<file path="src/inc/bmss_pkg.sv">
// constants of the broker mapping, script and status register bank
`default_nettype none
package bmss_pkg;
  localparam logic [15:0] ADDR_PORT_SEL = 16'h0033;
  localparam logic [15:0] ADDR_SCRIPT_STATE = 16'h0034;
  localparam logic [15:0] ADDR_RUN_COUNT = 16'h0035;
  localparam logic [15:0] ADDR_CHAIN_FAULT = 16'h0036;
  localparam logic [15:0] ADDR_CHAIN_MAP = 16'h0e01;
  localparam logic [15:0] ADDR_SERIAL_MAP = 16'h0e21;
  localparam logic [15:0] ADDR_FBUS_MAP = 16'h0e41;
  localparam logic [15:0] ADDR_BIT_MAP = 16'h0f01;
  localparam int OUT_MAP_WORDS = 16;
  localparam int BIT_MAP_WORDS = 64;
  localparam int MAP_WORDS = 3 * OUT_MAP_WORDS + BIT_MAP_WORDS;
  localparam logic [6:0] IDX_CHAIN_MAP = 7'h00;
  localparam logic [6:0] IDX_SERIAL_MAP = 7'h10;
  localparam logic [6:0] IDX_FBUS_MAP = 7'h20;
  localparam logic [6:0] IDX_BIT_MAP = 7'h30;
  localparam logic [15:0] MAP_ADDR_LOW = 16'h1001;
  localparam logic [15:0] MAP_ADDR_HIGH = 16'h2fff;
  localparam logic [7:0] PORT_SEL_RESET = 8'h01;
  localparam logic [7:0] PORT_CFG_DEBUG = 8'h00;
  localparam logic [7:0] STATE_RESET = 8'h00;
  localparam logic [15:0] RUN_COUNT_RESET = 16'h0000;
  localparam logic [15:0] MAP_RESET = 16'h0000;
  localparam int COUNT_LSB = 0;
  localparam int COUNT_MSB = 14;
  localparam int SWAP_BIT = 15;
  localparam int SRC_BIT_LSB = 0;
  localparam int TGT_BIT_LSB = 4;
  typedef enum logic [7:0] {
    SCRIPT_INIT = 8'h00,
    SCRIPT_CYCLIC = 8'h01,
    SCRIPT_WAITING = 8'h02,
    SCRIPT_STOPPED = 8'h03,
    SCRIPT_FAILED = 8'h04
  } bmss_script_state_t;
  typedef enum logic [7:0] {
    FAULT_NONE = 8'h00,
    FAULT_CENTER_TAP = 8'h01,
    FAULT_DATA_IN = 8'h02,
    FAULT_IN_COUNT = 8'h03,
    FAULT_OUT_COUNT = 8'h04,
    FAULT_GENERAL = 8'h05
  } bmss_chain_fault_t;
endpackage
`default_nettype wire

</file>
<file path="src/bmss_regs.sv">
// broker mapping, script and shift chain status register bank
`timescale 1ns/1ns
`default_nettype none
module bmss_regs (
  // clock and reset
  input wire logic mclk,
  input wire logic rst,
  // register access from the protocol engine
  input wire logic reg_wr,
  input wire logic reg_rd,
  input wire logic [15:0] reg_addr,
  input wire logic [15:0] reg_wdata,
  output logic [15:0] reg_rdata,
  output logic reg_rvalid,
  output logic reg_err,
  // script engine
  input wire logic script_enable,
  input wire logic script_state_wr,
  input wire logic [7:0] script_state_in,
  input wire logic script_run_done,
  output logic script_active,
  output logic script_on_cfg_port,
  output logic script_on_serial_port,
  output logic cfg_menu_avail,
  // shift chain monitor
  input wire logic chain_check,
  input wire logic chain_center_silent,
  input wire logic chain_data_silent,
  input wire logic chain_in_count_bad,
  input wire logic chain_out_count_bad,
  input wire logic chain_general_fault,
  // data broker table lookup
  input wire logic brk_rd,
  input wire logic [6:0] brk_index,
  output logic [15:0] brk_word,
  output logic [14:0] brk_count,
  output logic brk_swap,
  output logic [3:0] brk_src_bit,
  output logic [3:0] brk_tgt_bit,
  output logic brk_valid,
  output logic map_error
);

  ////////////////////////////////////////////////////////////////////////
  // storage and address decode

  logic [7:0] port_sel_reg;
  logic [7:0] script_state_reg;
  logic [15:0] run_count_reg;
  logic [7:0] chain_fault_reg;
  logic [15:0] map_reg [bmss_pkg::MAP_WORDS];
  logic started_reg;
  logic map_error_next;
  logic map_hit;
  logic [6:0] map_idx;
  logic [15:0] off_chain;
  logic [15:0] off_serial;
  logic [15:0] off_fbus;
  logic [15:0] off_bit;

  always_comb begin
    off_chain = reg_addr - bmss_pkg::ADDR_CHAIN_MAP;
    off_serial = reg_addr - bmss_pkg::ADDR_SERIAL_MAP;
    off_fbus = reg_addr - bmss_pkg::ADDR_FBUS_MAP;
    off_bit = reg_addr - bmss_pkg::ADDR_BIT_MAP;
    map_hit = 1'b1;
    map_idx = 7'h00;
    if (off_chain < 16'(bmss_pkg::OUT_MAP_WORDS)) begin
      map_idx = bmss_pkg::IDX_CHAIN_MAP + off_chain[6:0];
    end else if (off_serial < 16'(bmss_pkg::OUT_MAP_WORDS)) begin
      map_idx = bmss_pkg::IDX_SERIAL_MAP + off_serial[6:0];
    end else if (off_fbus < 16'(bmss_pkg::OUT_MAP_WORDS)) begin
      map_idx = bmss_pkg::IDX_FBUS_MAP + off_fbus[6:0];
    end else if (off_bit < 16'(bmss_pkg::BIT_MAP_WORDS)) begin
      map_idx = bmss_pkg::IDX_BIT_MAP + off_bit[6:0];
    end else begin
      map_hit = 1'b0;
    end
  end

  ////////////////////////////////////////////////////////////////////////
  // script port selection and activation

  always_ff @(posedge mclk or posedge rst) begin
    if (rst) begin
      port_sel_reg <= bmss_pkg::PORT_SEL_RESET;
    end else if (reg_wr && reg_addr == bmss_pkg::ADDR_PORT_SEL) begin
      port_sel_reg <= reg_wdata[7:0];
    end
  end

  // enable is caught at the first edge after restart; a script that owns
  // the config port cannot be switched off until the next restart
  always_ff @(posedge mclk or posedge rst) begin
    if (rst) begin
      started_reg <= 1'b0;
      script_active <= 1'b0;
    end else begin
      started_reg <= 1'b1;
      if (!started_reg) begin
        script_active <= script_enable;
      end else if (script_active && port_sel_reg == bmss_pkg::PORT_CFG_DEBUG) begin
        script_active <= 1'b1;
      end else begin
        script_active <= script_enable;
      end
    end
  end

  always_ff @(posedge mclk or posedge rst) begin
    if (rst) begin
      script_on_cfg_port <= 1'b0;
      script_on_serial_port <= 1'b0;
      cfg_menu_avail <= 1'b1;
    end else begin
      script_on_cfg_port <= script_active && port_sel_reg == bmss_pkg::PORT_CFG_DEBUG;
      script_on_serial_port <= script_active && port_sel_reg != bmss_pkg::PORT_CFG_DEBUG;
      cfg_menu_avail <= !(script_active && port_sel_reg == bmss_pkg::PORT_CFG_DEBUG);
    end
  end

  ////////////////////////////////////////////////////////////////////////
  // script state and run counter, written only by the script engine

  always_ff @(posedge mclk or posedge rst) begin
    if (rst) begin
      script_state_reg <= bmss_pkg::STATE_RESET;
    end else if (script_state_wr) begin
      if (script_state_in > 8'(bmss_pkg::SCRIPT_FAILED)) begin
        script_state_reg <= 8'(bmss_pkg::SCRIPT_FAILED);
      end else begin
        script_state_reg <= script_state_in;
      end
    end
  end

  always_ff @(posedge mclk or posedge rst) begin
    if (rst) begin
      run_count_reg <= bmss_pkg::RUN_COUNT_RESET;
    end else if (script_run_done) begin
      run_count_reg <= run_count_reg + 16'h0001;
    end
  end

  ////////////////////////////////////////////////////////////////////////
  // shift chain fault code, most basic fault wins

  always_ff @(posedge mclk or posedge rst) begin
    if (rst) begin
      chain_fault_reg <= 8'(bmss_pkg::FAULT_NONE);
    end else if (chain_check) begin
      if (chain_center_silent) begin
        chain_fault_reg <= 8'(bmss_pkg::FAULT_CENTER_TAP);
      end else if (chain_data_silent) begin
        chain_fault_reg <= 8'(bmss_pkg::FAULT_DATA_IN);
      end else if (chain_in_count_bad) begin
        chain_fault_reg <= 8'(bmss_pkg::FAULT_IN_COUNT);
      end else if (chain_out_count_bad) begin
        chain_fault_reg <= 8'(bmss_pkg::FAULT_OUT_COUNT);
      end else if (chain_general_fault) begin
        chain_fault_reg <= 8'(bmss_pkg::FAULT_GENERAL);
      end else begin
        chain_fault_reg <= 8'(bmss_pkg::FAULT_NONE);
      end
    end
  end

  ////////////////////////////////////////////////////////////////////////
  // mapping tables

  always_ff @(posedge mclk or posedge rst) begin
    if (rst) begin
      for (int i = 0; i < bmss_pkg::MAP_WORDS; i++) begin
        map_reg[i] <= bmss_pkg::MAP_RESET;
      end
    end else if (reg_wr && map_hit) begin
      map_reg[map_idx] <= reg_wdata;
    end
  end

  // an entry with a nonzero count must point inside the process data areas
  function automatic logic out_of_range(input logic [15:0] a);
    out_of_range = a < bmss_pkg::MAP_ADDR_LOW || a > bmss_pkg::MAP_ADDR_HIGH;
  endfunction

  always_comb begin
    map_error_next = 1'b0;
    for (int e = 0; e < 3 * bmss_pkg::OUT_MAP_WORDS; e += 2) begin
      if (map_reg[e + 1][bmss_pkg::COUNT_MSB:bmss_pkg::COUNT_LSB] != 15'h0000 &&
          out_of_range(map_reg[e])) begin
        map_error_next = 1'b1;
      end
    end
    for (int b = 3 * bmss_pkg::OUT_MAP_WORDS; b < bmss_pkg::MAP_WORDS; b += 4) begin
      if (map_reg[b + 3][bmss_pkg::COUNT_MSB:bmss_pkg::COUNT_LSB] != 15'h0000 &&
          (out_of_range(map_reg[b]) || out_of_range(map_reg[b + 1]))) begin
        map_error_next = 1'b1;
      end
    end
  end

  always_ff @(posedge mclk or posedge rst) begin
    if (rst) begin
      map_error <= 1'b0;
    end else begin
      map_error <= map_error_next;
    end
  end

  ////////////////////////////////////////////////////////////////////////
  // broker lookup: raw word plus its count, swap and bit fields

  always_ff @(posedge mclk or posedge rst) begin
    if (rst) begin
      brk_word <= 16'h0000;
      brk_count <= 15'h0000;
      brk_swap <= 1'b0;
      brk_src_bit <= 4'h0;
      brk_tgt_bit <= 4'h0;
      brk_valid <= 1'b0;
    end else begin
      brk_valid <= brk_rd;
      if (brk_rd) begin
        brk_word <= map_reg[brk_index];
        brk_count <= map_reg[brk_index][bmss_pkg::COUNT_MSB:bmss_pkg::COUNT_LSB];
        brk_swap <= map_reg[brk_index][bmss_pkg::SWAP_BIT];
        brk_src_bit <= map_reg[brk_index][bmss_pkg::SRC_BIT_LSB +: 4];
        brk_tgt_bit <= map_reg[brk_index][bmss_pkg::TGT_BIT_LSB +: 4];
      end
    end
  end

  ////////////////////////////////////////////////////////////////////////
  // register reads; writes to read-only words change nothing

  always_ff @(posedge mclk or posedge rst) begin
    if (rst) begin
      reg_rdata <= 16'h0000;
      reg_rvalid <= 1'b0;
      reg_err <= 1'b0;
    end else begin
      reg_rvalid <= reg_rd;
      reg_err <= 1'b0;
      if (reg_rd) begin
        if (reg_addr == bmss_pkg::ADDR_PORT_SEL) begin
          reg_rdata <= {8'h00, port_sel_reg};
        end else if (reg_addr == bmss_pkg::ADDR_SCRIPT_STATE) begin
          reg_rdata <= {8'h00, script_state_reg};
        end else if (reg_addr == bmss_pkg::ADDR_RUN_COUNT) begin
          reg_rdata <= run_count_reg;
        end else if (reg_addr == bmss_pkg::ADDR_CHAIN_FAULT) begin
          reg_rdata <= {8'h00, chain_fault_reg};
        end else if (map_hit) begin
          reg_rdata <= map_reg[map_idx];
        end else begin
          reg_rdata <= 16'h0000;
          reg_err <= 1'b1;
        end
      end else if (reg_wr) begin
        reg_err <= !(map_hit || reg_addr == bmss_pkg::ADDR_PORT_SEL ||
                     reg_addr == bmss_pkg::ADDR_SCRIPT_STATE ||
                     reg_addr == bmss_pkg::ADDR_RUN_COUNT ||
                     reg_addr == bmss_pkg::ADDR_CHAIN_FAULT);
      end
    end
  end

endmodule // bmss_regs
`default_nettype wire

</file>
<file path="config.mk">
export PLATFORM = sky130hd
export DESIGN_NAME = bmss_regs
export DESIGN_NICKNAME = d
export VERILOG_FILES = /design/src/inc/bmss_pkg.sv /design/src/bmss_regs.sv
export SDC_FILE = /design/constraint.sdc
export NUM_CORES = 2
export LEC_CHECK = 0
export BUFFER_PORTS_ARGS = -buffer_cell sky130_fd_sc_hd__clkbuf_2
export CAP_MARGIN = 30
export CORE_MARGIN = 8
export CORE_UTILIZATION = 35
export DETAILED_ROUTE_END_ITERATION = 16
export PLACE_DENSITY_LB_ADDON = 0.15
export SLEW_MARGIN = 20
export SYNTH_ARGS = -nofsm -noshare
export SYNTH_HDL_FRONTEND = slang
export SYNTH_SLANG_ARGS = --single-unit
export TNS_END_PERCENT = 1
</file>
<file path="constraint.sdc">
create_clock -name mclk -period 219.2 [get_ports mclk]
set_input_delay 65.76 -clock mclk [delete_from_list [all_inputs] [get_ports mclk]]
set_output_delay 65.76 -clock mclk [all_outputs]
set_load 0.005 [all_outputs]
</file>
Word level (Yosys, flattened, before mapping)

Cells that the tools add are included.

Add/subtract/negate cells: 8
$lt $le $gt $ge: 120
Equal/unequal tests: 4
Multiplexer cells: 77
Bitwise operators: 2
Reduce and logical (&&, ||, !) cells: 165

Operators with widths:

| cell                                                                   | count |
|---|---|
| 1792-bit bitwise mux                                                   | 1 |
| 16-bit by 14-bit > comparator with 1-bit output, second input constant | 56 |
| 16-bit by 13-bit < comparator with 1-bit output, second input constant | 56 |
| 15-bit nonzero test                                                    | 40 |
| 16-bit binary-select mux with 7-bit select                             | 2 |
| 16-bit 2-to-1 mux                                                      | 10 |
| 16-bit demux with 7-bit select                                         | 1 |
| 1-bit logical OR                                                       | 76 |
| 16-bit by 6-bit equality test with 1-bit output, second input constant | 4 |
| 16-bit by 12-bit subtractor with 16-bit output, second input constant  | 4 |
| 1-bit 2-to-1 mux                                                       | 53 |
| 16-bit by 5-bit < comparator with 1-bit output, second input constant  | 3 |
| 1-bit logical AND                                                      | 45 |
| 7-bit 2-to-1 mux                                                       | 4 |
| 16-bit by 1-bit adder with 16-bit output, second input constant        | 1 |
| 8-bit >= comparator, second input constant                             | 2 |
| 16-bit by 7-bit < comparator with 1-bit output, second input constant  | 1 |
| 7-bit NOT with 8-bit output                                            | 2 |
| 3-bit 2-to-1 mux                                                       | 5 |
| 6-bit by 7-bit adder with 7-bit output, first input constant           | 2 |
| 8-bit by 3-bit > comparator with 1-bit output, second input constant   | 1 |
| 8-bit zero test                                                        | 1 |
| 8-bit by 1-bit < comparator with 1-bit output, second input constant   | 1 |
| 8-bit 2-to-1 mux                                                       | 1 |
| other kinds (3)                                                        | 4 |

Register bits after elaboration: 1897
Input port bits: 61

Logic depth before layout (Yosys ltp)

Depth after elaboration: 43
Gate-level depth with buffers: 28
Gate-level depth less buffers: 17

Worst setup path before layout

Ideal clock, no wire load.

Kind: input to register
Start: input reg_addr[0]
End: register map_reg[1248] in the netlist's numbering
Arrival: 72.396 ns
Path slack: 146.680 ns
Stages: 25
Buffers on the path: 11
Cells stage by stage: buf_2 clkinv_1 clkbuf_1 buf_1 clkbuf_1 clkbuf_1 ha_1 clkbuf_1 nor3b_1 xnor2_1 clkbuf_1 ha_1 or4b_2 a211o_1 a311oi_1 o2111ai_1 or2_1 buf_4 a31oi_4 buf_4 buf_4 nand3_2 nor2_2 buf_4 mux2_2

Word-level cells in the longest chain between the ends: 12
Elaborated cells between the ends (all ways): 27
Those cells by class: 7 x add/sub; 6 x order compare; 11 x mux; 1 x bitwise; 2 x reduce/logical

Ends and longest elaborated chain:

| item                                                                                                       | line                             | text |
|---|---|---|
| from (decl)                                                                                                | bmss_regs.sv:11                  | `input wire logic [15:0] reg_addr,` |
| 16-bit by 12-bit subtractor with 16-bit output                                                             | bmss_regs.sv:65                  | `off_bit = reg_addr - bmss_pkg::ADDR_BIT_MAP;` |
| 16-bit by 7-bit < comparator with 1-bit output or 6-bit by 7-bit adder with 7-bit output (tied branches)   | bmss_regs.sv:74, bmss_regs.sv:75 |  |
| 7-bit 2-to-1 mux                                                                                           | bmss_regs.sv:74                  | `end else if (off_bit < 16'(bmss_pkg::BIT_MAP_WORDS)) begin` |
| 7-bit 2-to-1 mux                                                                                           | bmss_regs.sv:72                  | `end else if (off_fbus < 16'(bmss_pkg::OUT_MAP_WORDS)) begin` |
| 7-bit 2-to-1 mux                                                                                           | bmss_regs.sv:70                  | `end else if (off_serial < 16'(bmss_pkg::OUT_MAP_WORDS)) begin` |
| 7-bit 2-to-1 mux                                                                                           | bmss_regs.sv:68                  | `if (off_chain < 16'(bmss_pkg::OUT_MAP_WORDS)) begin` |
| 7-bit NOT with 8-bit output (not written as such)                                                          | bmss_regs.sv:177                 | `map_reg[map_idx] <= reg_wdata;` |
| 8-bit >= comparator (not written as such) or 8-bit by 1-bit < comparator with 1-bit output (tied branches) | bmss_regs.sv:177                 |  |
| 1-bit logical AND (not written as such)                                                                    | bmss_regs.sv:177                 |  |
| 16-bit 2-to-1 mux (not written as such)                                                                    | bmss_regs.sv:177                 |  |
| 16-bit demux with 7-bit select                                                                             | bmss_regs.sv:177                 |  |
| 1792-bit bitwise mux                                                                                       | bmss_regs.sv:177                 |  |
| to (signal, indexed assignment)                                                                            | bmss_regs.sv:174                 | `map_reg[i] <= bmss_pkg::MAP_RESET;` |
| to (signal, indexed assignment)                                                                            | bmss_regs.sv:177                 |  |
| to (decl)                                                                                                  | bmss_regs.sv:51                  | `logic [15:0] map_reg [bmss_pkg::MAP_WORDS];` |

Parallel ways exist; a longest one is shown, timed or not.
A chain may end at the register's enable or synchronous reset.

Worst setup path after layout

Start: input reg_addr[1]
End: register reg_rdata[14]

Word-level cells in the longest chain between the ends: 15
Elaborated cells between the ends (all ways): 32
Those cells by class: 7 x add/sub; 4 x order compare; 4 x eq/ne; 16 x mux; 1 x bitwise

Ends and longest elaborated chain:

| item                                                                                                     | line                             | text |
|---|---|---|
| 16-bit by 12-bit subtractor with 16-bit output                                                           | bmss_regs.sv:65                  |  |
| 16-bit by 7-bit < comparator with 1-bit output or 6-bit by 7-bit adder with 7-bit output (tied branches) | bmss_regs.sv:74, bmss_regs.sv:75 |  |
| 7-bit 2-to-1 mux                                                                                         | bmss_regs.sv:74                  |  |
| 7-bit 2-to-1 mux                                                                                         | bmss_regs.sv:72                  |  |
| 7-bit 2-to-1 mux                                                                                         | bmss_regs.sv:70                  |  |
| 7-bit 2-to-1 mux                                                                                         | bmss_regs.sv:68                  |  |
| 7-bit NOT with 8-bit output (not written as such)                                                        | bmss_regs.sv:254                 | `reg_rdata <= map_reg[map_idx];` |
| 16-bit binary-select mux with 7-bit select                                                               | bmss_regs.sv:254                 |  |
| 16-bit 2-to-1 mux (not written as such) (2 in series)                                                    | bmss_regs.sv:254                 |  |
| 16-bit 2-to-1 mux                                                                                        | bmss_regs.sv:253                 | `end else if (map_hit) begin` |
| 16-bit 2-to-1 mux                                                                                        | bmss_regs.sv:251                 | `end else if (reg_addr == bmss_pkg::ADDR_CHAIN_FAULT) begin` |
| 16-bit 2-to-1 mux                                                                                        | bmss_regs.sv:249                 | `end else if (reg_addr == bmss_pkg::ADDR_RUN_COUNT) begin` |
| 16-bit 2-to-1 mux                                                                                        | bmss_regs.sv:247                 | `end else if (reg_addr == bmss_pkg::ADDR_SCRIPT_STATE) begin` |
| 16-bit 2-to-1 mux *                                                                                      | bmss_regs.sv:245                 | `if (reg_addr == bmss_pkg::ADDR_PORT_SEL) begin` |
| to (signal assigned)                                                                                     | bmss_regs.sv:246                 | `reg_rdata <= {8'h00, port_sel_reg};` |
| to (signal assigned)                                                                                     | bmss_regs.sv:248                 | `reg_rdata <= {8'h00, script_state_reg};` |
| to (signal assigned)                                                                                     | bmss_regs.sv:250                 | `reg_rdata <= run_count_reg;` |
| to (decl)                                                                                                | bmss_regs.sv:13                  | `output logic [15:0] reg_rdata,` |

Every way passes the cells marked *; elsewhere a longest branch is shown, timed or not. The select of a mux whose other input is x is not followed.

==> results.md <==
| Step | Result | This run |
| --- | --- | --- |
| status | Outcome | finished clean |
| critical path | Delay of the slowest critical-path stage | 0.69 ns |
| detailed routing | First DRT Iteration DRCs | 11469 |
| floorplan | Die Y-Extent | 566.5 µm |
| pwr | Leakage power of the design | 53.36 nW |
| grt | Maximum number of pins on one net before global-route repair | 148 |
| clock network | Post-CTS repair timing setup buffer count | 0 |
| detailed routing | DR vias/cell | 6.669 |
| yosys | Synth top cells by count | 1866 x dfrtp_1, 1861 x mux2_2, 667 x mux4_2 |
| floorplan | Ports placed on the boundary | 125 |
| critical path | Slowest cell on crit path | buf_4 |
| yosys | Number of flip-flops and latches in the synthesized netlist | 1868 |
| timing | Worst hold slack | 0.4720 ns |
| clock network | Clock tree from TritonCTS | built |
| cells and area | Util after Layout | 39.24% |
| detailed routing | Final ANT Viol Nets | 0 |
| cells and area | Area of all placed cells without fillers | 118600 µm² |
| timing | Number of failing hold endpoints at the final stage | 0 |
| clock network | Num CTS Buffers | 225 |
| critical path | Worst endpoint required time | 220.08 ns |
| timing | Unrepaired setup endpoints after global routing | false |
| floorplan | Floorplan row count | 202 |
| timing | Worst rel slew slack | 20.52% |
| grt | Global Route Usage Sum | 30.51% |
| detailed routing | Total Wirelength | 506700 µm |
| yosys | Sequential element share of the synthesized area | 44.07% |
| detailed routing | Via Count | 82254 |
| yosys | Proportion of register bits with asynchronous set or reset after synthesis | 100.0% |
| critical path | Top cell by count, worst path | buf_4 |
| critical path | Top fanout value on the critical path | 39 |
| grt | Leftover overflow at the end of global routing | 0 |
| yosys | Share of the synthesized area in the top cell type | 44.02% |
| pwr | Power per cell area | 6.634 nW/µm² |
| clock network | Number of buffers inserted by hold repair at cts | 0 |
| yosys | Largest cells by area after synthesis | dfrtp_1 44%, mux2_2 20%, mux4_2 14% |
| place | Placed Cells incl. Taps | 11891 |
| grt | Antenna violations before repair | 42 |
| yosys | Most used flip-flop cell after synthesis | dfrtp_1 |
| floorplan | Core region area | 302300 µm² |
| place | Placer's final routability congestion estimate | 1.002 |
| clock network | Cell at the root of the clock tree | clkbuf_16 |
| critical path | Kind of end point of the critical path | register |
| critical path | Nature of the critical path startpoint | input pin |
| detailed routing | Post-detailed-route wirelength per cell | 41.08 µm |
| critical path | Family with the most delay on the worst path | compound AO/OA/AOI/OAI gates |
| floorplan | Die Outline Area | 320900 µm² |
| place | Count of port buffers added during placement | 124 |
| pwr | Maximum vdd ir drop | 0.000005810 V |
| clock network | Number of levels in the clock H-tree | 4 |
| worst hold path | Type of the tightest min-delay check | register to register |
| detailed routing | Number of remaining DRC errors | 0 |
| cells and area | Area Overhead vs Synth | 11.83% |
| timing | Setup-failing EPs final | 0 |
| timing | Maximum operating frequency | 13.58 MHz |
| timing | Setup skew after layout | 0.07040 ns |
| yosys | Post-synthesis instance total | 8295 |
| yosys | Number of warnings reported in the yosys synthesis log | 0 |
| critical path | Worst setup path category | input pin to register |
| yosys | Unique cell type count in the Yosys netlist | 118 |
| timing | Post-layout min period | 73.63 ns |
| yosys | EDFF count, synth | 0 |
| clock network | Clock transition time at the flip-flop clock pins of the worst setup and hold paths | 0.06 ns |
| clock network | Post-cts repair resize count | 0 |
| clock network | Bufs on Longest Clock Path | 4 |
| cells and area | Flip-flop count of the largest register after layout | 1792 |
| grt | Global-route wire length before repair | 698300 µm |
| grt | Via count of the first global-routing pass | 80344 |
| floorplan | Width of the die | 566.5 µm |
| critical path | Arr. time, crit path | 74.51 ns |
| yosys | Syn_nets | 8365 |
| floorplan | Initial Utilization | 35.09% |
| clock network | Clock sink count | 1868 |
| detailed routing | Detailed-routing iteration count for the pre-antenna-repair pass | 8 |
| cells and area | Share of layout cells above drive strength 1 | 42.06% |
| yosys | Most repeated cell in the gate-level netlist after synthesis | dfrtp_1 |
| timing | Final critical-path share of the clock period | 33.59% |
| critical path | Worst path buffer plus inverter count | 6 |
| timing | Accumulated negative setup slack | 0 ns |
| place | Detailed-placement wirelength estimate | 352100 µm |
| cells and area | Number of nets in the final layout | 8236 |
| run | Max-capacitance violation count | 0 |
| yosys | Syn avg cell area | 12.79 µm² |
| clock network | Latest clock arrival within the worst-skew pair | 0.95 ns |
| yosys | Cell type with the largest total area after synthesis | dfrtp_1 |
| timing | Final max-slew violation count | 0 |
| timing | Worst-Margin Slew | 1.192 ns |
| critical path | Critical path, cell by cell | clkbuf_2 -> inv_1 -> ha_1 -> nor3b_1 -> xnor2_2 -> buf_6 -> ha_1 -> or4b_2 -> a211o_1 -> a311oi_1 -> o2111ai_1 -> or2_1 -> a31oi_4 -> buf_4 -> buf_4 -> buf_4 -> a21oi_1 -> a22oi_1 -> o21ai_1 -> a2111o_1 -> a2111oi_2 -> a211o_1 |
| yosys | Post-Syn Area | 106100 µm² |
| cells and area | Post-Layout Cell Count | 12334 |
| place | Area post-placement | 110900 µm² |
-- layer usage --
layer  track usage (%)  part of all wire, %  vias up
met2             44.12                   42     4637
li1                  -                    -    32000
met3             8.317                  9.8     1132
met1             40.57                   40    44471
met5                 0                0.019        -
met4             18.85                  7.5       14
-- layout by cell type (no fill, tap or decap), types with 84 or more instances in the layout --
cell type,count
o21ai_0,167
clkbuf_16,229
a21oi_1,270
buf_4,249
nand2_1,451
mux4_2,667
nor3_1,108
mux2_2,1861
nor4_1,314
o22ai_1,179
nand3_1,124
nor2_1,202
mux2i_1,296
a31oi_1,84
dfrtp_1,1866
clkbuf_2,104
-- power breakdown --
group / internal, mW / switching [mW] / leakage [nW] / total, mW
Sequential: 0.346 / 0.00175 / 26.0 / 0.348
Clock: 0.219 / 0.160 / 3.59 / 0.379
Combinational: 0.0150 / 0.0450 / 23.8 / 0.0600
-- logic make-up after synthesis --
group,after synthesis,share of synthesized area [%]
fa+ha+maj,9,0.1062
simple gates,1529,7.407
other cells,1,0.003535
buf+inv,821,3.466
compound gates,1200,7.832
mux,2839,36.88
flops,1868,44.07
xor+xnor,28,0.2312
-- per-stage QoR --
| step | total power, mW | setup WS (ns) |
|---|---|---|
| CTS | 0.7906 | 145.53 |
| global placement | 0.4124 | 144.71 |
| finish | 0.7868 | 145.57 |
| global route | 0.8073 | 145.43 |
| floorplan | 0.3878 | 100.70 |
| detailed placement | 0.4127 | 144.64 |
-- final timing paths --
path / slack [ns] / end / depth (start not counted) / from
max: 145.57 / reg_rdata[14] / 22 / reg_addr[1]
min: 0.47 / script_active / 1 / started_reg
max reg2reg: 215.22 / map_error / 7 / map_reg[1739]
min reg2reg: 0.47 / script_active / 1 / started_reg
max in group asynchronous: 150.48 / map_reg[816] / 6 / rst
min in group asynchronous: 64.99 / map_reg[745] / 2 / rst
-- area by class of cell --
type                       instances  area (µm²)
fill                           28821      183700
multi-input combinational       5606       56030
sequential                      1868       46750
clock buffer                     323        6484
tap                             3978        4977
timing repair buffer             418        3371
clock inverter                    72       763.2
inverter                          47       188.9
antenna                           22       55.05
Power figures use the tool's default switching activity.
